===== src/hdl/trig_exp_pkg.sv =====
package trig_exp_pkg;

    ////////////////////////////////////////////////////////////////////////////
    // Clock and timing
    localparam int unsigned CLK_PERIOD_NS     = 100;
    localparam int unsigned EXP_MIN_US        = 60;
    localparam int unsigned EXP_MAX_S         = 60;
    localparam int unsigned EXP_MIN_CYC       = (EXP_MIN_US * 1000 + CLK_PERIOD_NS - 1) / CLK_PERIOD_NS;
    localparam longint unsigned EXP_MAX_CYC   = (64'(EXP_MAX_S) * 64'd1000000000) / 64'(CLK_PERIOD_NS);
    localparam int unsigned EXP_W             = 32;
    localparam logic [EXP_W-1:0] EXP_RESET    = EXP_W'(EXP_MIN_CYC);
    localparam int unsigned START_DELAY_NS    = 1000;
    localparam int unsigned START_DELAY_CYC   = START_DELAY_NS / CLK_PERIOD_NS;
    localparam int unsigned DLY_W             = 8;
    localparam int unsigned TIMER_W           = 32;
    localparam logic [TIMER_W-1:0] TIMER_RESET = 32'h000f_4240;

    ////////////////////////////////////////////////////////////////////////////
    // Source and input selection
    localparam int unsigned IN_COUNT = 4;
    localparam int unsigned IN_SEL_W = 2;
    localparam logic [IN_SEL_W-1:0] IN_SEL_RESET = 2'h0;

    typedef enum logic [1:0]
    {
        SRC_SOFTWARE,
        SRC_HARDWARE,
        SRC_TIMED
    } trig_src_type;

    localparam trig_src_type SRC_RESET = SRC_HARDWARE;

    // Clamp an exposure request into the supported span
    function automatic logic [EXP_W-1:0] clamp_exp(input logic [EXP_W-1:0] v);
        logic [EXP_W-1:0] r;
        r = v;
        if (v < EXP_W'(EXP_MIN_CYC))
            r = EXP_W'(EXP_MIN_CYC);
        else if (64'(v) > EXP_MAX_CYC)
            r = EXP_W'(EXP_MAX_CYC);
        return r;
    endfunction

endpackage


===== src/hdl/exp_param_store.sv =====
`timescale 1ns/1ps
`default_nettype none
module exp_param_store
    import trig_exp_pkg::*;
(
    input  wire logic             ref_clk,     // Core clock
    input  wire logic             sys_rst,     // Sync reset
    input  wire logic             nv_valid,    // Stored value present
    input  wire logic [EXP_W-1:0] nv_exp,      // Stored exposure cycles
    input  wire logic             cfg_we,      // Host write strobe
    input  wire logic [EXP_W-1:0] cfg_exp,     // Host exposure cycles
    input  wire logic             save_req,    // Persist request pulse
    output logic                  nv_we,       // Write to non-volatile store
    output logic      [EXP_W-1:0] nv_wdata,    // Data for non-volatile store
    output logic      [EXP_W-1:0] exp_live     // Current exposure setting
);
    logic [EXP_W-1:0] exp_r, exp_nxt, wd_r, wd_nxt;
    logic             ld_r, ld_nxt, we_r, we_nxt;

    always_comb
    begin
        exp_nxt = exp_r;
        ld_nxt  = 1'b1;
        we_nxt  = save_req;
        wd_nxt  = save_req ? exp_r : wd_r;
        // Restore only in the first cycle after reset, a host write always wins
        if (!ld_r && nv_valid)
            exp_nxt = clamp_exp(nv_exp);
        if (cfg_we)
            exp_nxt = clamp_exp(cfg_exp);
    end

    always_ff @(posedge ref_clk)
    begin
        if (sys_rst)
        begin
            exp_r <= EXP_RESET;
            ld_r  <= 1'b0;
            we_r  <= 1'b0;
            wd_r  <= '0;
        end
        else
        begin
            exp_r <= exp_nxt;
            ld_r  <= ld_nxt;
            we_r  <= we_nxt;
            wd_r  <= wd_nxt;
        end
    end

    assign exp_live = exp_r;
    assign nv_we    = we_r;
    assign nv_wdata = wd_r;

    write_immediate_a: assert property (@(posedge ref_clk) disable iff (sys_rst)
        cfg_we |=> exp_live == clamp_exp($past(cfg_exp))) else $error("host write not applied");
    span_kept_a: assert property (@(posedge ref_clk) disable iff (sys_rst)
        exp_live >= EXP_W'(EXP_MIN_CYC)) else $error("exposure below minimum");
endmodule
`default_nettype wire


===== src/hdl/trig_edge_sync.sv =====
`timescale 1ns/1ps
`default_nettype none
module trig_edge_sync
    import trig_exp_pkg::*;
(
    input  wire logic                ref_clk,  // Core clock
    input  wire logic                sys_rst,  // Sync reset
    input  wire logic [IN_COUNT-1:0] pins_in,  // Async trigger pins
    output logic      [IN_COUNT-1:0] level,    // Filtered levels
    output logic      [IN_COUNT-1:0] rise      // One-cycle rising pulse
);
    logic [IN_COUNT-1:0] s1_r, s2_r, s3_r, lvl_r;
    logic [IN_COUNT-1:0] lvl_nxt, rise_nxt, rise_r;

    always_comb
    begin
        lvl_nxt  = lvl_r;
        rise_nxt = '0;
        for (int i = 0; i < IN_COUNT; i++)
        begin
            // Accept a change only once stages two and three agree
            if (s2_r[i] == s3_r[i] && s3_r[i] != lvl_r[i])
            begin
                lvl_nxt[i]  = s3_r[i];
                rise_nxt[i] = s3_r[i];
            end
        end
    end

    always_ff @(posedge ref_clk)
    begin
        if (sys_rst)
        begin
            s1_r   <= '0;
            s2_r   <= '0;
            s3_r   <= '0;
            lvl_r  <= '0;
            rise_r <= '0;
        end
        else
        begin
            s1_r   <= pins_in;
            s2_r   <= s1_r;
            s3_r   <= s2_r;
            lvl_r  <= lvl_nxt;
            rise_r <= rise_nxt;
        end
    end

    assign level = lvl_r;
    assign rise  = rise_r;

    single_pulse_a: assert property (@(posedge ref_clk) disable iff (sys_rst)
        |rise |=> ~|(rise & $past(rise))) else $error("rise pulse longer than one cycle");
endmodule
`default_nettype wire


===== src/hdl/trigger_exposure_control.sv =====
`timescale 1ns/1ps
`default_nettype none
// Functional notes
// - No capture without a trigger event
// - Software, hardware or timed trigger source
// - External pulse starts programmed-length exposure
// - Hardware source defaults to input one
// - Exposure starts on trigger rising edge
// - Exposure span covers 60us to 60s
// - Readout trigger aligns to line-valid fall
// - Idle trigger starts after fixed delay
// - Live exposure change, no corrupted frame
// - Restore stored exposure after power cycle
// - Setting changes apply immediately
module trigger_exposure_control
    import trig_exp_pkg::*;
(
    input  wire logic                ref_clk,        // Core clock, 10 MHz
    input  wire logic                sys_rst,        // Sync reset, active high
    input  wire logic [IN_COUNT-1:0] trigger_in,     // Trigger pins, index 0 is trigger_input_one
    input  wire logic                sw_trigger,     // Software trigger pulse
    input  wire logic [1:0]          src_sel,        // Trigger source select
    input  wire logic                src_we,         // Source select write strobe
    input  wire logic [IN_SEL_W-1:0] in_sel,         // Hardware input select
    input  wire logic                in_sel_we,      // Input select write strobe
    input  wire logic [TIMER_W-1:0]  timer_period,   // Timed trigger period cycles
    input  wire logic                timer_we,       // Period write strobe
    input  wire logic                acq_enable,     // Acquisition enabled level
    input  wire logic [EXP_W-1:0]    cfg_exp,        // Exposure time in cycles
    input  wire logic                cfg_exp_we,     // Exposure write strobe
    input  wire logic                save_req,       // Persist configuration pulse
    input  wire logic                nv_valid,       // Stored exposure present
    input  wire logic [EXP_W-1:0]    nv_exp,         // Stored exposure value
    input  wire logic                frame_valid,    // Sensor frame valid
    input  wire logic                line_valid,     // Sensor line valid
    output logic                     nv_we,          // Persist write pulse
    output logic      [EXP_W-1:0]    nv_wdata,       // Persist data
    output logic                     exposure_active,// Sensor integrating
    output logic                     exposure_start, // Integration start pulse
    output logic                     exposure_end,   // Integration end pulse
    output logic                     waiting_trigger // Armed and idle
);
    typedef enum logic [1:0] {ST_IDLE, ST_ALIGN, ST_DELAY, ST_EXPOSE} st_type;

    logic [IN_COUNT-1:0] hw_level, hw_rise;
    logic [EXP_W-1:0]    exp_live;

    ////////////////////////////////////////////////////////////////////////////
    // Hardware inputs pass the triple-stage synchroniser
    trig_edge_sync u_sync
    (
        .ref_clk (ref_clk),
        .sys_rst (sys_rst),
        .pins_in (trigger_in),
        .level   (hw_level),
        .rise    (hw_rise)
    );

    exp_param_store u_store
    (
        .ref_clk  (ref_clk),
        .sys_rst  (sys_rst),
        .nv_valid (nv_valid),
        .nv_exp   (nv_exp),
        .cfg_we   (cfg_exp_we),
        .cfg_exp  (cfg_exp),
        .save_req (save_req),
        .nv_we    (nv_we),
        .nv_wdata (nv_wdata),
        .exp_live (exp_live)
    );

    ////////////////////////////////////////////////////////////////////////////
    // Configuration
    trig_src_type        src_r, src_nxt;
    logic [IN_SEL_W-1:0] insel_r, insel_nxt;
    logic [TIMER_W-1:0]  per_r, per_nxt;

    always_comb
    begin
        src_nxt   = src_r;
        insel_nxt = insel_r;
        per_nxt   = per_r;
        // Code 3 is reserved; dropping it keeps the source legal
        if (src_we && src_sel != 2'h3)
            src_nxt = trig_src_type'(src_sel);
        if (in_sel_we)
            insel_nxt = in_sel;
        if (timer_we)
            per_nxt = (timer_period == '0) ? TIMER_W'(1) : timer_period;
    end

    always_ff @(posedge ref_clk)
    begin
        if (sys_rst)
        begin
            src_r   <= SRC_RESET;
            insel_r <= IN_SEL_RESET;
            per_r   <= TIMER_RESET;
        end
        else
        begin
            src_r   <= src_nxt;
            insel_r <= insel_nxt;
            per_r   <= per_nxt;
        end
    end

    ////////////////////////////////////////////////////////////////////////////
    // Timed trigger source; free-running while timed source is chosen and acquisition is enabled
    logic [TIMER_W-1:0] tmr_r, tmr_nxt;
    logic               tmr_hit;

    // Restarts from zero when deselected, so the first shot is a full period out
    always_comb
    begin
        tmr_hit = 1'b0;
        tmr_nxt = '0;
        if (src_r == SRC_TIMED && acq_enable)
        begin
            if (tmr_r + TIMER_W'(1) >= per_r)
                tmr_hit = 1'b1;
            else
                tmr_nxt = tmr_r + TIMER_W'(1);
        end
    end

    always_ff @(posedge ref_clk)
    begin
        if (sys_rst)
            tmr_r <= '0;
        else
            tmr_r <= tmr_nxt;
    end

    ////////////////////////////////////////////////////////////////////////////
    // Trigger merge
    logic trig_ev;

    always_comb
    begin
        case (src_r)
            SRC_SOFTWARE: trig_ev = sw_trigger;
            SRC_HARDWARE: trig_ev = hw_rise[insel_r];
            SRC_TIMED:    trig_ev = tmr_hit;
            default:      trig_ev = 1'b0;
        endcase
        trig_ev = trig_ev & acq_enable;
    end

    ////////////////////////////////////////////////////////////////////////////
    // Line-valid fall detect (same-clock sensor timing)
    logic lv_d_r, lv_fall;

    // Reset low like an idle line, so no false fall after reset
    always_ff @(posedge ref_clk)
    begin
        if (sys_rst)
            lv_d_r <= 1'b0;
        else
            lv_d_r <= line_valid;
    end

    assign lv_fall = lv_d_r & ~line_valid;

    ////////////////////////////////////////////////////////////////////////////
    // Exposure sequencer
    st_type           st_r, st_nxt;
    logic [EXP_W-1:0] cnt_r, cnt_nxt;
    logic [EXP_W-1:0] len_r, len_nxt;
    logic [DLY_W-1:0] dly_r, dly_nxt;
    logic             start_nxt, end_nxt, start_r, end_r;

    always_comb
    begin
        st_nxt    = st_r;
        cnt_nxt   = cnt_r;
        len_nxt   = len_r;
        dly_nxt   = dly_r;
        start_nxt = 1'b0;
        end_nxt   = 1'b0;
        case (st_r)
            ST_IDLE:
            begin
                if (trig_ev)
                begin
                    // Latch length now so a live change never cuts a frame
                    len_nxt = exp_live;
                    if (frame_valid)
                        st_nxt = ST_ALIGN;
                    else
                    begin
                        st_nxt  = ST_DELAY;
                        dly_nxt = DLY_W'(START_DELAY_CYC);
                    end
                end
            end
            ST_ALIGN:
            begin
                if (lv_fall)
                begin
                    st_nxt    = ST_EXPOSE;
                    cnt_nxt   = len_r;
                    start_nxt = 1'b1;
                end
            end
            ST_DELAY:
            begin
                // Fixed count, independent of line timing
                if (dly_r <= DLY_W'(1))
                begin
                    st_nxt    = ST_EXPOSE;
                    cnt_nxt   = len_r;
                    start_nxt = 1'b1;
                end
                else
                    dly_nxt = dly_r - DLY_W'(1);
            end
            ST_EXPOSE:
            begin
                // Triggers are not looked at here
                if (cnt_r <= EXP_W'(1))
                begin
                    st_nxt  = ST_IDLE;
                    end_nxt = 1'b1;
                end
                cnt_nxt = cnt_r - EXP_W'(1);
            end
            default: st_nxt = ST_IDLE;
        endcase
    end

    always_ff @(posedge ref_clk)
    begin
        if (sys_rst)
        begin
            st_r    <= ST_IDLE;
            cnt_r   <= '0;
            len_r   <= EXP_RESET;
            dly_r   <= '0;
            start_r <= 1'b0;
            end_r   <= 1'b0;
        end
        else
        begin
            st_r    <= st_nxt;
            cnt_r   <= cnt_nxt;
            len_r   <= len_nxt;
            dly_r   <= dly_nxt;
            start_r <= start_nxt;
            end_r   <= end_nxt;
        end
    end

    assign exposure_active = (st_r == ST_EXPOSE);
    assign exposure_start  = start_r;
    assign exposure_end    = end_r;
    assign waiting_trigger = (st_r == ST_IDLE) && acq_enable;

    ////////////////////////////////////////////////////////////////////////////
    // Checks
    logic [EXP_W-1:0] run_r;

    // Cycles spent exposing, for the length check
    always_ff @(posedge ref_clk)
    begin
        if (sys_rst || st_r != ST_EXPOSE)
            run_r <= '0;
        else
            run_r <= run_r + EXP_W'(1);
    end

    no_spont_a: assert property (@(posedge ref_clk) disable iff (sys_rst)
        st_r == ST_IDLE && !trig_ev |=> st_r == ST_IDLE) else $error("capture without trigger");
    exp_length_a: assert property (@(posedge ref_clk) disable iff (sys_rst)
        $fell(exposure_active) |-> run_r == len_r) else $error("exposure length wrong");
    default_input_a: assert property (@(posedge ref_clk)
        $past(sys_rst) && !sys_rst |-> insel_r == 2'h0 && src_r == SRC_HARDWARE) else $error("bad default input");
    hw_edge_a: assert property (@(posedge ref_clk) disable iff (sys_rst)
        st_r == ST_IDLE && src_r == SRC_HARDWARE && acq_enable && hw_rise[insel_r]
        |=> st_r != ST_IDLE) else $error("hardware edge missed");
    align_fall_a: assert property (@(posedge ref_clk) disable iff (sys_rst)
        $rose(exposure_active) && $past(st_r) == ST_ALIGN
        |-> $past(lv_fall)) else $error("start not on line fall");
    // Start pulse is registered, so it shows one edge after the count ends
    idle_delay_a: assert property (@(posedge ref_clk) disable iff (sys_rst)
        st_r == ST_IDLE && trig_ev && !frame_valid |=> ##10 exposure_start) else $error("fixed delay wrong");
    len_stable_a: assert property (@(posedge ref_clk) disable iff (sys_rst)
        st_r != ST_IDLE |=> $stable(len_r)) else $error("length changed mid frame");
    ignore_trig_a: assert property (@(posedge ref_clk) disable iff (sys_rst)
        exposure_active && cnt_r > EXP_W'(1) |=> exposure_active) else $error("exposure cut short");
    src_set_a: assert property (@(posedge ref_clk) disable iff (sys_rst)
        src_we && src_sel != 2'h3 |=> src_r == $past(src_sel)) else $error("source write lost");

    overlap_c: cover property (@(posedge ref_clk) st_r == ST_ALIGN ##[1:200] exposure_start);
    idle_c:    cover property (@(posedge ref_clk) st_r == ST_DELAY ##[1:20] exposure_start);
    timed_c:   cover property (@(posedge ref_clk) src_r == SRC_TIMED && exposure_start);
    hw_c:      cover property (@(posedge ref_clk) src_r == SRC_HARDWARE && exposure_start);
    ignored_c: cover property (@(posedge ref_clk) exposure_active && sw_trigger);
endmodule
`default_nettype wire


===== config.mk =====
export PLATFORM = sky130hd
export DESIGN_NAME = trigger_exposure_control
export DESIGN_NICKNAME = d
export VERILOG_FILES = /design/src/hdl/trig_exp_pkg.sv /design/src/hdl/exp_param_store.sv /design/src/hdl/trig_edge_sync.sv /design/src/hdl/trigger_exposure_control.sv
export SDC_FILE = /design/constraint.sdc
export NUM_CORES = 1
export LEC_CHECK = 0
export ABC_AREA = 1
export BUFFER_PORTS_ARGS = -buffer_cell sky130_fd_sc_hd__buf_2
export CELL_PAD_IN_SITES_DETAIL_PLACEMENT = 1
export CELL_PAD_IN_SITES_GLOBAL_PLACEMENT = 2
export CORE_MARGIN = 2
export CORE_UTILIZATION = 32
export DETAILED_ROUTE_END_ITERATION = 8
export PLACE_DENSITY = 0.8
export SYNTH_ARGS = -nofsm -noshare
export SYNTH_HDL_FRONTEND = slang
export SYNTH_SLANG_ARGS = --single-unit

===== constraint.sdc =====
create_clock -name ref_clk -period 4.1 [get_ports ref_clk]
set_input_delay 0.82 -clock ref_clk [delete_from_list [all_inputs] [get_ports ref_clk]]
set_output_delay 0.82 -clock ref_clk [all_outputs]
set_load 0.005 [all_outputs]

Word level (Yosys, flattened, before mapping)
Cells that the tools add are included.
- bits of input ports: 116
- logic and storage cells: 121
- output and inout port bits: 37
- bits in registers: 231
- bitwise gates (word level): 9
- eq/ne operators: 20
- order comparisons: 8
- multiplexer cells: 30
- reduce and logical (&&, ||, !) cells: 25
- add/sub/neg operators: 3
- operators with widths (cell ; number):
    $mux 32 ; 9
    $pmux 32 s3 ; 1
    $gt 32x30->1 const B ; 2
    $lt 32x10->1 const B ; 2
    $add 32x1->32 const B ; 1
    $ge 32x32->1 ; 1
    $le 32x1->1 const B ; 1
    $logic_not 32->1 ; 1
    $sub 32x1->32 const B ; 1
    $mux 8 ; 3
    $pmux 8 s2 ; 1
    $ne 2x2->1 const B ; 6
    $mux 2 ; 5
    $reduce_or 2->1 ; 5
    $le 8x1->1 const B ; 1
    $logic_and 1x1->1 ; 8
    $pmux 2 s4 ; 1
    $reduce_and 4->1 ; 2
    $sub 8x1->8 const B ; 1
    $mux 1 ; 7
    $not 1->1 ; 7
    $eq 2x2->1 const B ; 3
    $eq 1x1->1 ; 4
    $eq 2x1->1 const B ; 2
    other kinds (14) ; 20

Logic depth before layout (Yosys ltp)
Gate-level depths: netlist of the first run.
- depth in word-level cells: 8
- gate-level depth with buffers: 28
- gate-level depth less buffers: 27

Hierarchy
A second synthesis of the first run with hierarchy kept.
- cell total of the unflattened synthesis: 1836
- area total of the unflattened synthesis: 12278.0 sq um
- modules (own cells, without submodules) (module ; area each (sq um) ; times used ; cells each ; sequential area each (sq um)):
    trigger_exposure_control ; 7942.6 ; 1 ; 1140 ; 2902.8
    exp_param_store ; 3673.5 ; 1 ; 614 ; 1321.3
    trig_edge_sync ; 661.9 ; 1 ; 82 ; 400.4

Least setup slack after synthesis of the first run
OpenSTA, ideal clock, no wires.
- path kind: flip-flop to flip-flop
- from: register tmr_r[0]
- to: register len_r[6]
- clock period less this slack: 3049 ps
- library setup time: 138 ps
- cell stages (with the launch flop): 25
- arrival: 2911 ps
- path buffers: 1
- required time: 3962 ps
- path slack: 1051 ps
- cells stage by stage: dfxtp_1 > ha_1 > nand2_1 > nor2_2 > nand2_2 > nor2_4 > inv_1 > nor3_2 > nand2_1 > nor2_1 > xor2_1 > inv_1 > ha_1 > nand2_1 > nor2_1 > nand4_1 > a21oi_1 > nor2_1 > nand2_1 > nand2_1 > nand2_1 > nand3_2 > buf_2 > nand2_1 > o211ai_1
- cells in the longest elaborated chain, start to end: 7
- RTL lines (element ; RTL line ; text):
    start, declared ; trigger_exposure_control.sv:111 ; logic [TIMER_W-1:0] tmr_r, tmr_nxt;
    start signal, assigned ; trigger_exposure_control.sv:133 ; tmr_r <= tmr_nxt;
    $add 32x1->32 ; trigger_exposure_control.sv:121 ; if (tmr_r + TIMER_W'(1) >= per_r)
    $ge 32x32->1 ; trigger_exposure_control.sv:121 ;
    $mux 1 ; trigger_exposure_control.sv:121 ;
    $mux 1 ; trigger_exposure_control.sv:119 ; if (src_r == SRC_TIMED && acq_enable)
    $pmux 1 s3 ; trigger_exposure_control.sv:142 ; case (src_r)
    $and 1x1->1 ; trigger_exposure_control.sv:148 ; trig_ev = trig_ev & acq_enable;
    $reduce_and 2->1 (no source line) ; -- ;
    end signal, assigned ; trigger_exposure_control.sv:248 ; len_r <= len_nxt;
    end, declared ; trigger_exposure_control.sv:170 ; logic [EXP_W-1:0] len_r, len_nxt;
No other way between the ends.
A chain may end at the register's enable or synchronous reset.

Worst setup path after layout of the first run
- from: register tmr_r[0]
- to: register dly_r[2]
- cells in the longest elaborated chain, start to end: 8
- RTL lines (element ; RTL line ; text):
    $add 32x1->32 ; trigger_exposure_control.sv:121 ;
    $ge 32x32->1 ; trigger_exposure_control.sv:121 ;
    $mux 1 ; trigger_exposure_control.sv:121 ;
    $mux 1 ; trigger_exposure_control.sv:119 ;
    $pmux 1 s3 ; trigger_exposure_control.sv:142 ;
    $and 1x1->1 ; trigger_exposure_control.sv:148 ;
    $ne 2x2->1 (no source line) ; -- ;
    $reduce_and 4->1 (no source line) ; -- ;
    end signal, assigned ; trigger_exposure_control.sv:249 ; dly_r <= dly_nxt;
    end, declared ; trigger_exposure_control.sv:171 ; logic [DLY_W-1:0] dly_r, dly_nxt;
No other way between the ends.

==> results.py, run 1 <==
metrics = {
    "synthesis": {
        "syn_nets": 1907,
        "synth_cell_types": 51,
        "synth_xor_area_share_pct": 2.56,
        "synthAdderAreaFrac_pct": 4.29,
        "async_reset_ff_share_pct": 0,
        "syn_inst": 1750,
        "ys_seq_area_share_pct": 38.6,
        "synth_compound_area_share_pct": 14.1,
        "synth-main-ff-cell": "dfxtp_1",
        "synthMuxAreaShare_pct": 0,
        "synth-edff-count": 0,
        "yosys.area_share.simple_pct": 29.5,
        "synth_top_family_by_area": "simple AND/OR/NAND/NOR gates",
        "avgSynthCellArea_sq_um": 6.84,
        "synth_area_sq_mm": 0.0120,
        "yosysWarnings": 0,
        "synth-seq-cells": 231,
    },
    "layout": {
        "fillerInstances": 4710,
        "antennaDiodeCount": 0,
        "nNetsFinal": 2025,
        "mostFrequentLayoutCell": "nand2_1",
        "stdcell_area_sq_mm": 0.0140,
        "synthToLayoutAreaGrowth_pct": 17.3,
        "layout-drive-gt1-share_pct": 14.6,
        "layout_common_cells": "332 x nand2_1, 258 x nor2_1, 246 x inv_1",
    },
    "placed_design": {
        "place.gp.congestion": 0.875,
        "dpl_cell_area_sq_mm": 0.0131,
        "dp_hpwl_um": 26500,
        "port_buffers": 152,
        "pre_cts_ws_ns": 0.218,
    },
    "setup_path": {
        "critPathRequiredTime_ns": 4.53,
        "reg2reg_slack_ns": 0.45,
        "start_kind": "flop",
        "critPathTopFamily": "simple AND/OR/NAND/NOR gates",
        "crit_start": "tmr_r[0]",
        "reg2reg_from": "tmr_r[0]",
        "slowest_stage": "dfxtp_2",
        "worst-setup-path-type": "reg -> reg",
        "arrival_ns": 4.08,
        "critical_path_buf_inv_count": 3,
        "critPathMaxStageDelay_ns": 0.35,
        "cp_max_fo": 20,
        "endpoint_kind": "flop",
        "cp_common_cell": "nand2_1",
    },
    "sta": {
        "worst_pin_slew_ns": 1.02,
        "max-slew-margin-rel_pct": 31.9,
        "fin_ws_ns": 0.453,
        "report.final.hold_viol_count": 0,
        "fmaxAchievable_ghz": 0.274,
        "slew_violations": 0,
        "fin_worst_skew_ns": 0.0225,
        "finalSetupViolCount": 0,
        "min_period_over_period_pct": 88.9,
        "fin_crit_ns": 3.65,
    },
    "clock_tree": {
        "clock_latency_ns": 0.56,
        "numCtsBuffers": 27,
        "htreeDepth": 1,
        "ctsHoldBuffers": 0,
        "cts_tree": "built",
        "cts.sinks": 231,
        "cts.path.max_buffers": 3,
        "clk_pin_slew_ns": 0.06,
        "root_buffer": "clkbuf_16",
    },
    "pwr": {
        "power.total_mw": 6.75,
        "p_leak_nw": 6.56,
        "p_per_area_mw_per_mm2": 481,
        "vdd_drop_max_uv": 260,
    },
    "drt": {
        "drt-wirelength-per-cell_um": 15.2,
        "first_pass_iters": 4,
        "postRouteAntennaNets": 0,
        "route.detailed.drc": 0,
        "avgViaCountPerCell": 4.86,
        "drt-total-wl_um": 35900,
        "vias": 11500,
        "drt_iter0_markers": 461,
    },
    "run_status": {
        "status": "finished, final reports clean",
    },
    "die": {
        "die_x_um": 197,
        "core_sq_mm": 0.0367,
        "ios": 153,
        "rows": 70,
        "initial_core_util_pct": 32.6,
        "dieHeight_um": 197,
        "dieArea_sq_mm": 0.0390,
    },
    "hold_path": {
        "hp-start": "u_sync.s1_r[0]",
        "hold_class": "reg -> reg",
    },
    "global_route": {
        "grt_pass1_wl_um": 59100,
        "grt_pass1_vias": 11500,
        "antenna_found_initial": 0,
        "grt_overflow": 0,
        "grtUsageTotal_pct": 18.4,
        "grt_max_degree": 83,
    },
    "flow_run": {
        "drv_cap": 0,
    },
}
## worst paths after layout
| path | to | depth (start not counted) |
|---|---|---|
| hold / removal | u_sync.s2_r[0] | 2 |
| setup reg to reg | dly_r[2] | 25 |
| setup / recovery | dly_r[2] | 25 |
| hold reg to reg | u_sync.s2_r[0] | 2 |
## cell families (layout without fill, tap and decap cells)
kind of cell | count (synthesis) | in the layout
buffers and inverters | 332 | 471
AND/OR/NAND/NOR | 811 | 811
flip-flops | 231 | 231
AO/OA/AOI/OAI | 300 | 300
XOR/XNOR | 35 | 35
adder cells (fa/ha/maj) | 41 | 41
## worst reg2reg max path, cell delays in order (launching register included)
cell and delay [ns]:
dfxtp_2 0.35, nand2_1 0.08, nor2_2 0.13, nand2_1 0.10
nor2_2 0.16, nand4_1 0.19, inv_1 0.11, nand3_2 0.12
nor4_2 0.25, xor2_1 0.27, inv_1 0.07, ha_1 0.30
nand2_1 0.07, nor2_2 0.10, nand4_1 0.12, a21oi_1 0.14
nor2_1 0.07, nand2_1 0.06, nand2_1 0.04, nand2_1 0.15
nand2_1 0.12, nand2_1 0.11, buf_8 0.18, nand3_1 0.10
nand2_1 0.09, nor2_1 0.04
## layout make-up
| class | instances | area [sq um] | area share [%] |
|---|---|---|---|
| clock buffer | 36 | 759 | 5.41 |
| clock inverter | 14 | 139 | 0.989 |
| inverter | 257 | 980 | 6.98 |
| multi-input combinational | 1187 | 6060 | 43.2 |
| sequential | 231 | 4630 | 33.0 |
| tap | 468 | 586 | 4.17 |
| timing repair buffer | 164 | 886 | 6.31 |
## state kept, by name, summed over array words and instances (netlist names), 2 cells and up
signal,flops
u_sync.rise,4
u_sync.s3_r,4
cnt_r,32
per_r,32
dly_r,8
u_store.exp_live,32
tmr_r,32
src_r,2
u_sync.s1_r,4
u_sync.level,4
len_r,32
u_store.nv_wdata,32
st_r,2
insel_r,2
u_sync.s2_r,4
## synthesized netlist by cell type, drive strengths merged, types with 2 or more instances
library cell,count,area [sq um]
nand2,340,1300
nor2,275,1080
inv,256,963
dfxtp,231,4620
o21ai,120,601
a21oi,116,588
nand3,91,470
clkbuf,45,170
ha,41,513
nor3,41,241
buf,30,179
nand4,28,175
xor2,25,219
a211oi,20,150
nor4,20,150
o211ai,14,105
or2,13,81.3
xnor2,10,87.6
o21bai,8,60.1
a31oi,6,52.6
a21o,3,22.5
a31o,3,26.3
o21a,2,15.0
o221ai,2,17.5
o22ai,2,12.5
## power by group
part	internal, mW	switching [mW]
Sequential	2.41	0.137
Combinational	0.611	1.15
Clock	1.43	1.01
## metal layers
metal | track usage, % | up-vias | wire length (um)
met2 | 28.6 | 172 | 15200
met3 | 2.29 | 48 | 1190
met1 | 27.0 | 5385 | 18800
met4 | 4.46 | 0 | 631
met5 | 0 | - | 0
li1 | - | 5849 | -
## repair_timing
item / CTS / global route
gates resized for setup: 0 / 17
endpoints found under the hold margin: 0 / 0
setup endpoints to repair: 0 / 42
setup buffers: 0 / 1
## metrics by stage
step	util, %	setup TNS (ns)	hold WS (ns)	instances
floorplan	-	0	0.388	1750
global placement	35.6	0	0.393	2306
detailed placement	35.6	0	0.397	2306
CTS	38.0	0	0.406	2356
global route	38.3	-0.00809	0.425	2357
finish	38.3	0	0.404	2357
Note: power is estimated with default switching activity, not from simulation.
==> inputs of run 2 (changes only) <==
CORE_UTILIZATION = 25   (was 32)
PLACE_DENSITY = 0.65   (was 0.8)
==> run 2 against run 1 <==
  * Sequential share of layout area is 0.92 points lower
  * Highest routed layer is now met5
  * Count of clock-buffer cells in the layout grew 1
  * Critical endpoint is now len_r[18]
  * Global-route usage down 3.0 points
  * Largest cell class unchanged
  * Hold slack about the same
  * Non-clock buffer count up 4
  * Flip-flop and latch count stayed put
  * Core utilization decreased by 7.9 points
==> results.py, run 2 (synthesis results as in run 1) <==
metrics = {
    "clock_tree": {
        "cts.sinks": 231,
        "cts.path.max_buffers": 3,
        "ctsHoldBuffers": 0,
        "numCtsBuffers": 29,
        "htreeDepth": 1,
        "clock_latency_ns": 0.58,
        "root_buffer": "clkbuf_16",
        "cts_tree": "built",
        "clk_pin_slew_ns": 0.06,
    },
    "global_route": {
        "antenna_found_initial": 1,
        "grt_overflow": 0,
        "grtUsageTotal_pct": 15.4,
        "grt_pass1_vias": 12000,
        "grt_max_degree": 80,
        "grt_pass1_wl_um": 62700,
    },
    "drt": {
        "drt_iter0_markers": 471,
        "drt-wirelength-per-cell_um": 15.3,
        "drt-total-wl_um": 38300,
        "first_pass_iters": 4,
        "postRouteAntennaNets": 0,
        "avgViaCountPerCell": 4.56,
        "route.detailed.drc": 0,
        "vias": 11400,
    },
    "setup_path": {
        "r2r_end": "len_r[18]",
        "r2r_cells": 25,
        "critPathRequiredTime_ns": 4.58,
        "endpoint_kind": "flop",
        "crit_path_end": "len_r[18]",
        "reg2reg_from": "tmr_r[0]",
        "crit_start": "tmr_r[0]",
        "cp_max_fo": 16,
        "arrival_ns": 4.09,
        "start_kind": "flop",
        "worst-setup-path-type": "reg -> reg",
        "reg2reg_slack_ns": 0.48,
    },
    "pwr": {
        "vdd_drop_max_uv": 282,
        "p_per_area_mw_per_mm2": 496,
        "p_leak_nw": 6.66,
    },
    "sta": {
        "fin_worst_skew_ns": 0.0268,
        "finalSetupViolCount": 0,
        "report.final.hold_viol_count": 0,
        "fmaxAchievable_ghz": 0.277,
        "whs_ns": 0.404,
        "min_period_over_period_pct": 88.2,
        "slew_violations": 0,
        "max-slew-margin-rel_pct": 30.3,
        "worst_pin_slew_ns": 1.04,
        "fin_crit_ns": 3.62,
    },
    "layout": {
        "fillerInstances": 5912,
        "layout_common_cells": "331 x nand2_1, 257 x nor2_1, 247 x inv_1",
        "nNetsFinal": 2031,
        "fin_cells": 2509,
        "fin_util_pct": 30.4,
        "synthToLayoutAreaGrowth_pct": 20.6,
        "multi_input_area_sq_mm": 0.00609,
        "antennaDiodeCount": 0,
        "final-seq-area_sq_mm": 0.00463,
        "mostFrequentLayoutCell": "nand2_1",
        "layout-drive-gt1-share_pct": 15.0,
    },
    "placed_design": {
        "port_buffers": 152,
        "dp.cells": 2455,
        "dp_hpwl_um": 28100,
        "place.gp.congestion": 0.830,
    },
    "die": {
        "dieArea_sq_mm": 0.0496,
        "core_sq_mm": 0.0475,
        "dieHeight_um": 223,
        "rows": 80,
        "die_x_um": 223,
        "ios": 153,
        "initial_core_util_pct": 25.2,
    },
    "flow_run": {
        "drv_cap": 0,
    },
    "run_status": {
        "status": "finished, final reports clean",
    },
    "hold_path": {
        "hold_class": "reg -> reg",
        "hp-start": "u_sync.s1_r[1]",
    },
}
## run 2: cell count changes in the layout (fill, tap and decap cells not counted), sizes merged
cell,delta
clkinv,-7
buf,+3
inv,+1
clkinvlp,+2
clkbuf,+2
bufinv,+4
## run 2: what timing repair did
item,in CTS,in global routing
setup buffers,0,2
gates resized for setup,0,14
setup endpoints to repair,0,42
## run 2: worst min path at each step
stage                      to  cells past startpoint  slack, ns
2_1_floorplan  u_sync.s2_r[0]                      2       0.39
3_3_place_gp   u_sync.s2_r[1]                      2       0.40
3_5_place_dp   u_sync.s2_r[1]                      2       0.40
4_1_cts        u_sync.s2_r[1]                      2       0.41
5_1_grt        u_sync.s2_r[1]                      2       0.43
6_report       u_sync.s2_r[1]                      2       0.40
## run 2: per-stage QoR
stage                     area [sq um]  setup WS, ns  TNS [ns]  total power [mW]
final                            14400         0.484         0              7.16
after global placement           13300         0.400         0              4.37
after detailed placement         13300         0.309         0              4.41
after global routing             14400       -0.0267   -0.0734              7.65
after CTS                        14300         0.260         0              7.30
after floorplan                  12000          1.05         0              3.88
## run 2: critical path: stages, from the launching register on
cell,delay [ns]
dfxtp_2,0.35
ha_1,0.17
nand2_1,0.11
nor2_4,0.15
nand2_2,0.10
nor2_4,0.13
inv_1,0.10
nor2_2,0.14
nand2_1,0.10
nor4_4,0.19
xor2_1,0.22
inv_1,0.06
ha_1,0.27
nand2_1,0.06
nor2_2,0.10
nand4_1,0.15
nor2_1,0.13
nand2_1,0.08
nand2_1,0.07
nand2_1,0.06
nand2_2,0.10
nand3_2,0.13
inv_4,0.13
buf_12,0.16
nand2_1,0.07
a21oi_1,0.13
## run 2: layout make-up
type | instances | share of cell area, %
repair buffers | 168 | 6.52
multi-input cells | 1187 | 42.2
well taps | 615 | 5.33
clock inverters | 14 | 1.74
clock buffers | 37 | 5.51
flip-flops and latches | 231 | 32.0
inverters | 257 | 6.71
## run 2: power breakdown
part	switching, mW	internal [mW]
clock	1.07	1.75
combinational	1.18	0.617
sequential	0.139	2.41
## run 2: metal layers
metal	wire [um]	GRT usage, %	vias up
met3	1240	2.21	43
met5	13	0	-
met2	16800	24.8	143
met1	19700	21.7	5376
met4	619	3.55	2
li1	-	-	5868
